==> src/shared/dah_pkg.sv <==
`default_nettype none

package dah_pkg;

	// ==========================================================
	// Command codes presented by the serial front end
	// ==========================================================
	typedef enum logic [3:0] {
		CMD_NONE       = 4'h0, // No command this cycle
		CMD_ACK_ON     = 4'h1, // Handshake enable
		CMD_ACK_OFF    = 4'h2, // Handshake disable
		CMD_READ       = 4'h3, // Any read command
		CMD_WRITE      = 4'h4, // Any write command
		CMD_BACKGROUND = 4'h5, // Enter background
		CMD_GO         = 4'h6, // Resume execution
		CMD_GO_UNTIL   = 4'h7, // Resume, answer on next halt
		CMD_STEP       = 4'h8, // single_step_cmd
		CMD_TAG_RUN    = 4'h9, // tagged_run_cmd
		CMD_SYNC       = 4'ha  // Sync, cancels pending answer
	} dah_cmd_t;

	// ==========================================================
	// What the block is waiting for before it answers
	// ==========================================================
	typedef enum logic [2:0] {
		WAIT_IDLE   = 3'b000, // Nothing pending
		WAIT_BUS    = 3'b001, // Internal bus cycle to finish
		WAIT_HALT   = 3'b010, // Processor to enter background
		WAIT_RESUME = 3'b011, // Processor to leave background
		WAIT_PULSE  = 3'b100  // Pulse being driven
	} dah_state_t;

	// ==========================================================
	// Timing
	// ==========================================================
	localparam int CLK_PERIOD_NS = 25;  // Core clock period
	localparam int ACK_PULSE_TC  = 16;  // Pulse width in target clocks
	localparam logic [4:0] ACK_CNT_LAST = 5'(ACK_PULSE_TC - 1);

endpackage

`default_nettype wire

==> src/core/dah_ack_core.sv <==
`timescale 1ns/10ps
`default_nettype none

// Notes on behaviour
// - Enable command turns handshake on, answers itself
// - Handshake disabled after any reset
// - Read answers after bus cycle, data ready
// - Write answers after data in, bus done
// - Background answers on entry to background
// - Go answers on leaving background
// - Go-until answers at next background entry
// - Single step answers on background re-entry
// - Tagged run never answers
// - Sync cancels pending run-control answer
module dah_ack_core
(
	input  wire logic       CLOCK,       // Core clock, 40 MHz
	input  wire logic       RESET,       // Async, active high
	input  wire logic       CMD_VALID,   // One-cycle command strobe
	input  wire logic [3:0] CMD_CODE,    // Decoded command
	input  wire logic       BUS_DONE,    // Internal bus cycle finished
	input  wire logic       CPU_HALTED,  // Processor in background mode
	input  wire logic       PIN_IN,      // debug_wire_pin level (unused)
	output var  logic       PIN_OUT,     // Level driven on pin
	output var  logic       PIN_OE,      // High while driving pin
	output var  logic       ACK_ENABLED, // Handshake state
	output var  logic       ACK_PENDING  // Answer outstanding
);

	// ==========================================================
	// State
	// ==========================================================
	logic                    ack_en_q;    // Handshake on
	dah_pkg::dah_state_t     state_q;     // Current wait
	dah_pkg::dah_state_t     state_d;     // Next wait
	logic [4:0]              cnt_q;       // Pulse cycle counter
	logic                    halted_q;    // Background, last cycle
	logic                    cmd_ok;      // Command worth decoding
	dah_pkg::dah_cmd_t       cmd;         // Typed command
	logic                    enter_halt;  // Background entry edge
	logic                    leave_halt;  // Background exit edge

	assign cmd        = dah_pkg::dah_cmd_t'(CMD_CODE);
	assign cmd_ok     = CMD_VALID;
	assign enter_halt = CPU_HALTED & ~halted_q;
	assign leave_halt = ~CPU_HALTED & halted_q;

	// ==========================================================
	// Command decode helper
	// ==========================================================
	// True when a command of the given kind is taken this cycle
	function automatic logic cmd_is(
		input logic              valid, // Strobe
		input dah_pkg::dah_cmd_t code,  // Code presented
		input dah_pkg::dah_cmd_t kind   // Code looked for
	);
		cmd_is = valid && (code == kind);
	endfunction

	// ==========================================================
	// Background edge tracker
	// ==========================================================
	// Reset value 1 so no false entry edge appears straight after reset
	always_ff @(posedge CLOCK or posedge RESET)
	begin
		if (RESET)
			halted_q <= 1'b1;
		else
			halted_q <= CPU_HALTED;
	end

	// ==========================================================
	// Handshake enable flag
	// ==========================================================
	// Host keeps its own worst-case waits while this is low
	always_ff @(posedge CLOCK or posedge RESET)
	begin
		if (RESET)
			ack_en_q <= 1'b0;
		else if (cmd_is(cmd_ok, cmd, dah_pkg::CMD_ACK_ON))
			ack_en_q <= 1'b1;
		else if (cmd_is(cmd_ok, cmd, dah_pkg::CMD_ACK_OFF))
			ack_en_q <= 1'b0;
	end

	// ==========================================================
	// Next-wait decode
	// ==========================================================
	// A new command replaces any pending wait (not a running pulse); the
	// host is not allowed to overlap commands, so this only
	// matters for sync, which must drop the old answer.
	always_comb
	begin
		state_d = state_q;
		if (state_q == dah_pkg::WAIT_PULSE)
		begin
			// Pulse runs to completion
			if (cnt_q == dah_pkg::ACK_CNT_LAST)
				state_d = dah_pkg::WAIT_IDLE;
		end
		else if (cmd_ok)
		begin
			case (cmd)
				dah_pkg::CMD_ACK_ON:
					// Handshake supported, so enable is always answered
					state_d = dah_pkg::WAIT_PULSE;
				dah_pkg::CMD_READ,
				dah_pkg::CMD_WRITE:
					// Write data already shifted in by strobe time
					state_d = ack_en_q ? dah_pkg::WAIT_BUS
						: dah_pkg::WAIT_IDLE;
				dah_pkg::CMD_BACKGROUND,
				dah_pkg::CMD_GO_UNTIL,
				dah_pkg::CMD_STEP:
					state_d = ack_en_q ? dah_pkg::WAIT_HALT
						: dah_pkg::WAIT_IDLE;
				dah_pkg::CMD_GO:
					state_d = ack_en_q ? dah_pkg::WAIT_RESUME
						: dah_pkg::WAIT_IDLE;
				dah_pkg::CMD_TAG_RUN:
					state_d = dah_pkg::WAIT_IDLE;
				dah_pkg::CMD_SYNC:
					state_d = dah_pkg::WAIT_IDLE;
				default:
					state_d = dah_pkg::WAIT_IDLE;
			endcase
		end
		else
		begin
			case (state_q)
				dah_pkg::WAIT_BUS:
					if (BUS_DONE)
						state_d = dah_pkg::WAIT_PULSE;
				dah_pkg::WAIT_HALT:
					if (enter_halt)
						state_d = dah_pkg::WAIT_PULSE;
				dah_pkg::WAIT_RESUME:
					if (leave_halt)
						state_d = dah_pkg::WAIT_PULSE;
				default:
					state_d = state_q;
			endcase
		end
		// Handshake switched off: drop anything not yet driving
		if (!ack_en_q && state_d != dah_pkg::WAIT_PULSE
			&& !cmd_is(cmd_ok, cmd, dah_pkg::CMD_ACK_ON))
			state_d = dah_pkg::WAIT_IDLE;
	end

	// ==========================================================
	// Wait state register
	// ==========================================================
	always_ff @(posedge CLOCK or posedge RESET)
	begin
		if (RESET)
			state_q <= dah_pkg::WAIT_IDLE;
		else
			state_q <= state_d;
	end

	// ==========================================================
	// Pulse width counter
	// ==========================================================
	always_ff @(posedge CLOCK or posedge RESET)
	begin
		if (RESET)
			cnt_q <= 5'h00;
		else if (state_q == dah_pkg::WAIT_PULSE)
			cnt_q <= cnt_q + 5'h01;
		else
			cnt_q <= 5'h00;
	end

	// ==========================================================
	// Pin and status outputs
	// ==========================================================
	// Pulse is active low; enable covers only the pulse
	always_ff @(posedge CLOCK or posedge RESET)
	begin
		if (RESET)
		begin
			PIN_OUT     <= 1'b1;
			PIN_OE      <= 1'b0;
			ACK_ENABLED <= 1'b0;
			ACK_PENDING <= 1'b0;
		end
		else
		begin
			PIN_OE      <= (state_d == dah_pkg::WAIT_PULSE);
			PIN_OUT     <= ~(state_d == dah_pkg::WAIT_PULSE);
			ACK_ENABLED <= ack_en_q;
			ACK_PENDING <= (state_d != dah_pkg::WAIT_IDLE);
		end
	end

	// ==========================================================
	// Checks
	// ==========================================================
	a_reset_disabled: assert property (@(posedge CLOCK)
		$fell(RESET) |-> !ack_en_q)
		else $error("handshake not disabled after reset");

	a_enable_answers: assert property (@(posedge CLOCK)
		disable iff (RESET)
		(cmd_ok && cmd == dah_pkg::CMD_ACK_ON
			&& state_q != dah_pkg::WAIT_PULSE) |=> PIN_OE)
		else $error("enable command gave no pulse");

	a_bus_answer: assert property (@(posedge CLOCK)
		disable iff (RESET)
		(state_q == dah_pkg::WAIT_BUS && !cmd_ok && BUS_DONE
			&& ack_en_q) |=> PIN_OE && !PIN_OUT)
		else $error("no pulse after bus cycle");

	a_no_early_ack: assert property (@(posedge CLOCK)
		disable iff (RESET)
		(state_q == dah_pkg::WAIT_BUS && !cmd_ok && !BUS_DONE)
		|=> !PIN_OE)
		else $error("pulse before bus cycle done");

	a_halt_answer: assert property (@(posedge CLOCK)
		disable iff (RESET)
		(state_q == dah_pkg::WAIT_HALT && !cmd_ok && enter_halt
			&& ack_en_q) |=> PIN_OE)
		else $error("no pulse on background entry");

	a_go_answer: assert property (@(posedge CLOCK)
		disable iff (RESET)
		(state_q == dah_pkg::WAIT_RESUME && !cmd_ok && leave_halt
			&& ack_en_q) |=> PIN_OE)
		else $error("no pulse on resume");

	a_tag_silent: assert property (@(posedge CLOCK)
		disable iff (RESET)
		(cmd_ok && cmd == dah_pkg::CMD_TAG_RUN
			&& state_q != dah_pkg::WAIT_PULSE)
		|=> !PIN_OE ##1 (!PIN_OE || $past(cmd_ok)))
		else $error("tagged run produced a pulse");

	a_sync_cancel: assert property (@(posedge CLOCK)
		disable iff (RESET)
		(cmd_ok && cmd == dah_pkg::CMD_SYNC
			&& state_q != dah_pkg::WAIT_PULSE) |=> !ACK_PENDING)
		else $error("sync did not cancel answer");

	a_drive_gated: assert property (@(posedge CLOCK)
		disable iff (RESET)
		PIN_OE && !$past(PIN_OE) |-> $past(ack_en_q)
			|| $past(cmd_ok && cmd == dah_pkg::CMD_ACK_ON))
		else $error("pin driven while handshake off");

	a_pulse_width: assert property (@(posedge CLOCK)
		disable iff (RESET)
		$rose(PIN_OE) |-> PIN_OE [*8] ##1 PIN_OE [*8] ##1 !PIN_OE)
		else $error("pulse width wrong");

	// Read and write only arm the wait; the bus decides the answer
	a_read_waits: assert property (@(posedge CLOCK)
		disable iff (RESET)
		(cmd_is(cmd_ok, cmd, dah_pkg::CMD_READ) && ack_en_q
			&& state_q != dah_pkg::WAIT_PULSE)
		|=> ACK_PENDING && !PIN_OE)
		else $error("read answered before bus cycle");

	a_write_waits: assert property (@(posedge CLOCK)
		disable iff (RESET)
		(cmd_is(cmd_ok, cmd, dah_pkg::CMD_WRITE) && ack_en_q
			&& state_q != dah_pkg::WAIT_PULSE)
		|=> ACK_PENDING && !PIN_OE)
		else $error("write answered before bus cycle");

	a_until_waits: assert property (@(posedge CLOCK)
		disable iff (RESET)
		(cmd_is(cmd_ok, cmd, dah_pkg::CMD_GO_UNTIL) && ack_en_q
			&& state_q != dah_pkg::WAIT_PULSE)
		|=> state_q == dah_pkg::WAIT_HALT && !PIN_OE)
		else $error("go-until answered too early");

	a_step_waits: assert property (@(posedge CLOCK)
		disable iff (RESET)
		(cmd_is(cmd_ok, cmd, dah_pkg::CMD_STEP) && ack_en_q
			&& state_q != dah_pkg::WAIT_PULSE)
		|=> state_q == dah_pkg::WAIT_HALT && !PIN_OE)
		else $error("step answered too early");

	// Leaving background must not answer a halt wait
	a_resume_quiet: assert property (@(posedge CLOCK)
		disable iff (RESET)
		(state_q == dah_pkg::WAIT_HALT && !cmd_ok && leave_halt)
		|=> !PIN_OE)
		else $error("answer given on resume");

	a_off_silent: assert property (@(posedge CLOCK)
		disable iff (RESET)
		(!ack_en_q && state_q != dah_pkg::WAIT_PULSE
			&& !cmd_is(cmd_ok, cmd, dah_pkg::CMD_ACK_ON))
		|=> !PIN_OE)
		else $error("pulse while handshake off");

	// Pin is only ever driven low; high comes from the pull-up
	a_pin_low: assert property (@(posedge CLOCK)
		disable iff (RESET)
		PIN_OE |-> !PIN_OUT)
		else $error("pin driven high");

	a_pin_idle: assert property (@(posedge CLOCK)
		disable iff (RESET)
		!PIN_OE |-> PIN_OUT)
		else $error("released pin not at idle level");

endmodule // dah_ack_core

`default_nettype wire

==> config.mk <==
export PLATFORM = sky130hd
export DESIGN_NAME = dah_ack_core
export DESIGN_NICKNAME = d
export VERILOG_FILES = /design/src/shared/dah_pkg.sv /design/src/core/dah_ack_core.sv
export SDC_FILE = /design/constraint.sdc
export NUM_CORES = 1
export LEC_CHECK = 0
export BUFFER_PORTS_ARGS = -buffer_cell sky130_fd_sc_hd__buf_2
export CAP_MARGIN = 20
export CORE_UTILIZATION = 45
export DETAILED_ROUTE_END_ITERATION = 16
export PLACE_DENSITY = 0.72
export SYNTH_ARGS = -nofsm -noshare
export SYNTH_HDL_FRONTEND = slang
export SYNTH_SLANG_ARGS = --single-unit
==> constraint.sdc <==
create_clock -name CLOCK -period 2.95 [get_ports CLOCK]
set_input_delay 0.4425 -clock CLOCK [delete_from_list [all_inputs] [get_ports CLOCK]]
set_output_delay 0.4425 -clock CLOCK [all_outputs]
set_load 0.02 [all_outputs]
==> run summary, run 1 <==
The largest net degree at the start of global routing was 15; the number of rows created at floorplan was 14. In this run the worst path has a maximum fanout of 3. The post-synthesis mux area share is 0%. The startpoint identified for the worst register-to-register timing path is halted_q. The global-route wire length before repair was 2187 um; the worst hold margin was 0.1751 ns. At the end of the flow, the number of nets in the layout was 100. The clock network is responsible for 18.6% of the overall power.

Fill cells in the final layout number 132. The switching power share of the total is 34.92%, and the worst reg2reg path depth is 5. Measured along the y axis, the die boundary spans 41.95 um.

For the worst setup path, the data required time is 3.14 ns. The multi-input combinational cells in the finished layout cover a total of 346.6 um2. The count of buffers inserted at the top-level ports is 12. The final worst-path cycle share was 59.09%. Wires add up to 1249 um.

The share of the synthesized area in compound gates (AO/OA/AOI/OAI) works out to 18.82%. The critical register-to-register path endpoint is ACK_PENDING. The DRC violations left is 0, and the total routing resource utilization after global routing is 16.87%. The run gives 0 ns as the aggregate negative setup slack. After global routing the overflow that remains totals 0.

Before CTS, the worst setup slack after placement is 1.067 ns. Once the clock tree was built, the resizer swapped 0 gates to a different size. Of the total synthesized cell area, the portion taken by AND, OR, NAND and NOR gates is 23.52%. The tools report the total length of routed met3 wires as 40 um.

Static timing analysis puts the maximum clock frequency at 0.5737 GHz. For the finished layout, the period the worst path requires is 1.743 ns. The die covers 1760 um2. The number of nets in the synthesized netlist is 83. The number of max-slew violations in the final report was 0; the number of standard cells after synthesis was 71. In this run the power density over the cells is 731.2 nW/um2. For the total number of vias, the log shows 573. The startpoint class of the critical path was a register. Wire segments on met2 add up to 583 um in the final route. Relative max-transition margin: 58.17%. Per report_power, the combinational group accounts for 34.8% of the total. The tools report the initial antenna violation count as 0. For the total power of the final layout, the log shows 0.6029 mW. TritonCTS built the clock tree. The average cell area after synthesis is 10.12 um2, and the area share of xor/xnor cells in the synthesized design is 2.439%.

The number of library cell types mapped by synthesis is 35. The clock latency of the later-clocked register in the worst-skew pair is 0.28 ns, and the number of global-route vias before repair is 541. The placed standard-cell area is 798.3 um2, and the utilization after layout is 54.73%.

In this run, CTS created clock tree buffers numbering 3. The worst setup path is of the reg2reg kind. Counting every sink on the clock net gives 14. The internal power of the cells totals 0.3923 mW.

The wire length the detailed router placed on met1 was 596 um; the post-detailed-route via-to-cell ratio was 5.563. STA classifies the critical path endpoint as a register. After detailed routing, no signal wire sits above met4. After floorplanning, the core was sized to cover 1506 um2.

The number of setup buffers added after CTS is 0. The number of hold violations in the final report was 0; the post-layout instance area was 824.5 um2. The per-cell routed wire length was 12.13 um. The tree is rooted in a clkbuf_4.

The level count of the clock H-tree came out at 1. Setup violations remaining at the end of the flow were counted as 0. The post-CTS clock slew at the launch and capture registers of the worst setup and hold paths is 0.08 ns. In this run, the number of DRC markers left after iteration 0 of detailed routing was 9. The register share of total power is 46.7%, and the final critical-path setup slack is 1.207 ns. The area taken by flip-flops and latches is 352.8 um2.

The synthesized netlist devotes 3.484% of its cell area to adder and majority cells. The synthesized netlist occupies a cell area of 718.2 um2. No sink is reached through more buffers than the 2 on the longest clock path. The tools report the effective utilization at floorplan as 47.67%.

The slew at the pin closest to its max-slew limit was 0.6187 ns. After clock tree synthesis, the flow added hold-fix buffers numbering 0. At the end of routability-driven placement, the weighted congestion stood at 0.7467. The die extent in x came out at 41.95 um. The proportion of synthesized chip area in sequential cells was 49.13%.

After synthesis the netlist holds a flip-flop and latch count of 14. For this design the total switching power over the nets is 0.2105 mW. The worst-case IR drop observed on VDD is 0.3080 mV.

The main combinational cell family by area after synthesis was simple AND/OR/NAND/NOR gates. After detailed placement, the design holds a cell count of 99. The fraction of layout cells with a size suffix above 1 is 20.69%, and the max-cap check violation count is 0.

The number of ports placed on the die boundary came out at 14. The worst hold path belongs to the class in2async. The logs give 0.004872 ns for the clock skew after layout and 103 for the non-filler instance count after layout. Once detail routing completed, the nets flagged for antenna violations numbered 0. Compared with the post-synthesis result, the final layout area differs by 14.81%.

The leakage power figure came out at 0.3757 nW. Data on the critical path arrives at its endpoint at 1.93 ns. The first TritonRoute pass finished after 4 iterations. Number of antenna repair diodes: 0.

The flow ran to the end, and the final reports show no timing, DRC or antenna violations. Setup repair after global routing left no endpoint under its margin. The worst register-to-register path has a setup slack of 1.21 ns. For this run, the number of Yosys warnings is 0. The wire-length estimate of the detail-placed layout is 975.1 um.
-- logic make-up (layout without fill, tap and decap cells) --
kind of cell | after synthesis | in the layout
and+or+nand+nor | 29 | 29
AOI/OAI and AO/OA | 19 | 19
DFF | 14 | 14
buffers and inverters | 5 | 21
adders and majority gates | 2 | 2
xor gates and xnor gates | 2 | 2
-- registers in the layout, indices dropped and copies added, names as in the netlist --
register,flops
cnt_q,5
state_q,3
ACK_ENABLED,1
ACK_PENDING,1
PIN_OE,1
PIN_OUT,1
ack_en_q,1
halted_q,1
-- power by group through the flow --
| stage | clock network [mW] | registers, mW | logic [mW] |
|---|---|---|---|
| 2_1_floorplan | 0 | 0.293 | 0.146 |
| 3_3_place_gp | 0 | 0.283 | 0.206 |
| 3_5_place_dp | 0 | 0.285 | 0.211 |
| 4_1_cts | 0.112 | 0.282 | 0.213 |
| 5_1_grt | 0.126 | 0.289 | 0.237 |
| 6_report | 0.112 | 0.281 | 0.210 |
-- how the worst max path moves through the flow --
stage	from	end	slack, ns	depth (start not counted)
CTS	state_q[0]	ACK_PENDING	1.20	5
finish	halted_q	ACK_PENDING	1.21	5
global route	state_q[0]	ACK_PENDING	1.05	5
global placement	CMD_CODE[0]	state_q[2]	1.09	6
floorplan	CMD_CODE[0]	state_q[2]	1.26	5
detailed placement	CMD_CODE[0]	state_q[2]	1.07	6
-- placed cells by master, fill, tap and decap left out, types with 2 or more instances in the layout --
cell type,netlist,final
a21o_1,2,2
a21oi_1,2,2
buf_2,0,12
clkbuf_4,0,3
dfrtp_1,12,12
dfstp_2,2,2
ha_1,2,2
inv_1,5,5
nand2_1,2,2
nand2b_1,4,4
nand3b_1,2,2
nor2_1,10,10
o21ai_0,3,3
o31ai_1,2,2
-- cell usage after synthesis --
master	count	share of area, %
a21oi_1	2	1.4
or4b_1	1	1.4
a21boi_1	1	1.0
nor4b_1	1	1.2
nor2_1	10	5.2
a31oi_1	1	0.87
o21ai_1	1	0.70
inv_1	5	2.6
nand3b_1	2	2.1
nand2b_1	4	3.5
and3b_1	1	1.2
or3_1	1	0.87
a2bb2oi_1	1	1.2
nand3_1	1	0.70
nand2_1	2	1.0
o311ai_1	1	1.2
ha_1	2	3.5
dfstp_2	2	7.3
o21bai_1	1	1.0
o21ai_0	3	2.1
or3b_1	1	1.2
a22o_2	1	1.4
o311a_1	1	1.4
and2_1	1	0.87
a21o_1	2	2.1
o31ai_1	2	2.1
and3_1	1	0.87
o21a_1	1	1.0
dfrtp_1	12	42
a211o_1	1	1.2
nor3b_1	1	1.0
or4bb_1	1	1.6
xor2_1	1	1.2
xnor2_1	1	1.2
nor3_1	1	0.70
-- layer usage --
metal  global-route usage (%)  vias up
met5                        0        -
met4                    7.742        0
met1                    21.91      261
met2                    26.56       17
li1                         -      291
met3                    3.913        4
-- cell type report --
cell class / count / share of cell area (%)
Timing Repair Buffer: 12 / 7.284
Clock buffer: 4 / 3.187
Inverter: 5 / 2.276
Multi-Input combinational cell: 52 / 42.03
Tap cell: 16 / 2.428
Sequential cell: 14 / 42.79
-- critical path, cell delays in order (launching register included) --
cell	delay, ns
dfstp_2	0.55
or4bb_1	0.48
nand3b_1	0.12
a2bb2oi_1	0.19
o311ai_1	0.17
o21ai_0	0.14
(Power assumes the default switching activity.)
==> run 2: changes to the inputs <==
Settings changed: ABC_AREA from default to 1, PLACE_DENSITY 0.72 to 0.74.
Clock period 2.95 ns to 1.5 ns, I/O delays scaled along.
==> run 2 against run 1 <==
Cell area increased by 10%. Power up 120%. Critical path depth rose by 4. Synthesized cell count rose by 35%.
==> run summary, run 2 <==
The flow ran to the end, and the final reports show no timing, DRC or antenna violations. The launching point of the worst reg2reg path was cnt_q[1] (was halted_q). The logs give 14 (unchanged) for the number of clock sinks and 1 (unchanged) for the level count of the clock H-tree. The number of library cell types mapped by synthesis was 20 (was 35); the final worst-path cycle share was 92.93% (was 59.09%).

The die extent in x was 43.05 um (was 41.95 um); the number of flops mapped to enable cells by yosys was 0 (unchanged). For the critical path data required time, the log shows 1.72 ns (was 3.14 ns). Number of antenna repair diodes: 0 (unchanged). Delay of the slowest cell on the worst path: 0.40 ns (was 0.55 ns). The maximum clock path buffer count is 2 (unchanged), and the synthesis-to-layout area growth is 19.97% (was 14.81%). The peak supply drop came out at 0.7439 mV (was 0.3080 mV).

Largest net degree at the start of global routing: 15 (unchanged). Leaving out fill and tap cells, the most frequent cell in the layout is nand2_1. Library cell used as clock root buffer: clkbuf_4 (unchanged).

The post-synthesis register bit count was 14 (unchanged); the upper clock frequency limit was 0.7174 GHz (was 0.5737 GHz). The number of nets with antenna violations after routing was 0 (unchanged). The number of rows created at floorplan came out at 14 (unchanged). The vertical die dimension was 43.05 um (was 41.95 um); the maximum fanout along the worst path was 3 (unchanged). The flip-flop count of the largest register after layout was 5 (unchanged). The run gives 16.76% (was 16.87%) as the total routing resource utilization after global routing. Post-synth top cells: nand2_1, nor2_1, inv_1 (was dfrtp_1, nor2_1, inv_1). Startpoint class of the critical path: a register (unchanged). TritonCTS built the clock tree. The clock latency of the later-clocked register in the worst-skew pair was 0.29 ns (was 0.28 ns); the effective utilization at floorplan was 49.19% (was 47.67%).

Crit path cell chain: ha_2, nand2_2, nor2_2, ha_2, nand3_1, nand2_2, nor2_4, nor2_4, nor2_1 (was or4bb_1, nand3b_1, a2bb2oi_1, o311ai_1, o21ai_0). The run gives 942 um (was 975.1 um) as the HPWL reported at the end of detailed placement. The die outline area was 1853 um2 (was 1760 um2); the endpoint arrival time on the critical path was 1.61 ns (was 1.93 ns). The average cell area after synthesis was 7.898 um2 (was 10.12 um2). The category of the worst setup path capture point is a register (unchanged). The fraction of layout cells with a size suffix above 1 is 31.58% (was 20.69%). Path category of the worst min-delay check: in2reg (was in2async). The adder-cell share of the synthesized area is 3.300% (was 3.484%), and the aggregate negative setup slack is 0 ns (unchanged). The tools report the final weighted congestion of routability-driven global placement as 0.7172 (was 0.7467).

The post-detailed-route via-to-cell ratio is 4.808 (was 5.563), and the post-CTS clock slew at the launch and capture registers of the worst setup and hold paths is 0.08 ns (about the same). Top flip-flop cell by instance count after synthesis: dfrtp_1 (unchanged). Cell types occupying the most area after synthesis: dfrtp_1, nand2_1, nor2_1, dfstp_2, inv_1 (was dfrtp_1, dfstp_2, nor2_1, ha_1, nand2b_1).

The number of nets in the finished design is 127 (was 100), and the net count after synthesis is 108 (was 83). Relative max-transition margin: 66.41% (was 58.17%). Synthesis warning total: 0 (unchanged). The main combinational cell family by area after synthesis was simple AND/OR/NAND/NOR gates (unchanged). For the global-route wire length before repair, the log shows 2249 um (was 2187 um). The area share of xor/xnor cells in the synthesized design is 1.155% (was 2.439%). The register containing the most flip-flops in the final layout is cnt_q (unchanged). The run gives 625 (was 573) as the total number of vias. The library cell occupying the most area in the post-synthesis netlist is dfrtp_1 (unchanged). The tools report the standard cell core area as 1541 um2 (was 1506 um2).

The slew at the pin closest to its max-slew limit was 0.5033 ns (was 0.6187 ns). The fraction of the mapped netlist area in simple logic gates came out at 34.32% (was 23.52%). Slowest cell on the critical path: dfrtp_1 (was dfstp_2). Registers with the most flip-flops: cnt_q (5), state_q (3) (unchanged). The max-cap check violation count was 0 (unchanged). The number of buffers and inverters on the critical path is 0 (unchanged). The overall routed net length was 1250 um (was 1249 um); the power density over the cells was 1482 nW/um2 (was 731.2 nW/um2). The post-synthesis mux area share was 0% (unchanged). The leakage power figure was 0.4743 nW (was 0.3757 nW). The logs give 0 (unchanged) for the number of hold violations in the final report and 758.2 um2 (was 718.2 um2) for the post-synthesis instance area.

Category of cells accounting for the largest share of critical-path delay: simple AND/OR/NAND/NOR gates (unchanged). The shortest clock period the worst path allows after layout is 1.394 ns (was 1.743 ns), and the number of setup violations in the final report is 0 (unchanged). The utilization after layout was 59.01% (was 54.73%); the per-cell routed wire length was 9.615 um (was 12.13 um). The worst hold path begins at CPU_HALTED. Proportion of register bits with asynchronous set or reset after synthesis: 100.0% (unchanged). Commonest cells after routing, fill and taps aside: nand2_1, inv_1, nor2_1, buf_2 (was dfrtp_1, buf_2, nor2_1, inv_1, nand2b_1).

For the violation count after the first detailed-route iteration, the log shows 12 (was 9). The run gives 0.006978 ns (was 0.004872 ns) as the clock skew after layout. For the number of standard cells after synthesis, the log shows 96 (was 71). The timing startpoint of the critical path is cnt_q[1] (was halted_q).

Area fraction of the dominant cell type after synthesis: 39.60% (was 41.81%). The number of CTS-inserted buffers was 3 (unchanged). The count of buffers inserted at the top-level ports was 12 (unchanged). The share of the synthesized area in compound gates (AO/OA/AOI/OAI) works out to 4.785% (was 18.82%).

The first-pass detailed-route iteration total is 4 (unchanged), and the number of max-slew violations in the final report is 0 (unchanged). The number of global-route vias before repair came out at 577 (was 541). The kind of critical path is reg2reg (unchanged). The remaining global-route overflow came out at 0 (unchanged). Setup repair after global routing left no endpoint under its margin. The initial antenna violation count is 0 (unchanged), and the proportion of synthesized chip area in sequential cells is 46.53% (was 49.13%). For the DRC violations left, the log shows 0 (unchanged).

Leading cell type by number of instances after synthesis: nand2_1 (was dfrtp_1). The number of ports placed on the die boundary is 14 (unchanged).
## run 2: cell types whose count changed after synthesis, sizes merged, moves of 2 or more
cell	delta
nand2	+21
nor2	+10
o31ai	-2
o21ai	-3
nand3	+9
inv	+11
nand2b	-4
## run 2: worst reg2reg max path, cell delays in order (launching register included)
cell	delay [ns]
dfrtp_1	0.40
ha_2	0.20
nand2_2	0.07
nor2_2	0.04
ha_2	0.16
nand3_1	0.09
nand2_2	0.08
nor2_4	0.16
nor2_4	0.05
nor2_1	0.09
## run 2: cell families after synthesis
family          after synthesis
flops                        14
simple gates                 56
buf+inv                      17
fa+ha+maj                     2
xor+xnor                      1
compound gates                6
## run 2: per-layer routing
layer / global-route usage, % / wire length, um
met1: 19.29 / 564
met2: 27.58 / 598
met3: 7.660 / 74
met4: 5.455 / 12
met5: 0 / 0
## run 2: area by class of cell
type                    count  area (um2)
inverters                  16       60.06
fillers                   152       631.9
multi-input cells          65       352.8
repair buffers             15       85.08
clock buffers               4       36.28
flip-flops and latches     14       355.3
well taps                  16       20.02
## run 2: metrics by stage
stage	power (mW)	cells	setup slack, ns	hold slack (ns)	area (um2)
CTS	1.309	128	0.06403	0.04804	869.6
finish	1.348	130	0.1060	0.05521	909.6
floorplan	0.9609	96	0.1952	0.1128	758.2
global route	1.446	130	0.0003355	0.04886	909.6
global placement	1.028	123	0.1276	0.2676	823.3
detailed placement	1.040	123	0.08180	0.2742	823.3
## run 2: timing repair
item,CTS,global route
resized for setup,0,9
setup endpoints to repair,0,3
endpoints found under the hold margin,12,0
buffers inserted,0,2
hold buffers,1,0
## run 2: power by group
group / switching (mW) / leakage, nW / internal (mW)
registers: 0.101 / 0.176 / 0.482
clock network: 0.120 / 0.0210 / 0.148
logic: 0.311 / 0.278 / 0.186
total: 0.531 / 0.474 / 0.817
## run 2: worst paths after layout
check                              end  slack, ns  cells after the start
max                         state_q[2]       0.11                      9
min                           halted_q       0.06                      1
max reg2reg                 state_q[2]       0.11                      9
min reg2reg                ACK_ENABLED       0.41                      0
max in group asynchronous     halted_q       0.64                      3
min in group asynchronous     cnt_q[2]       0.49                      3
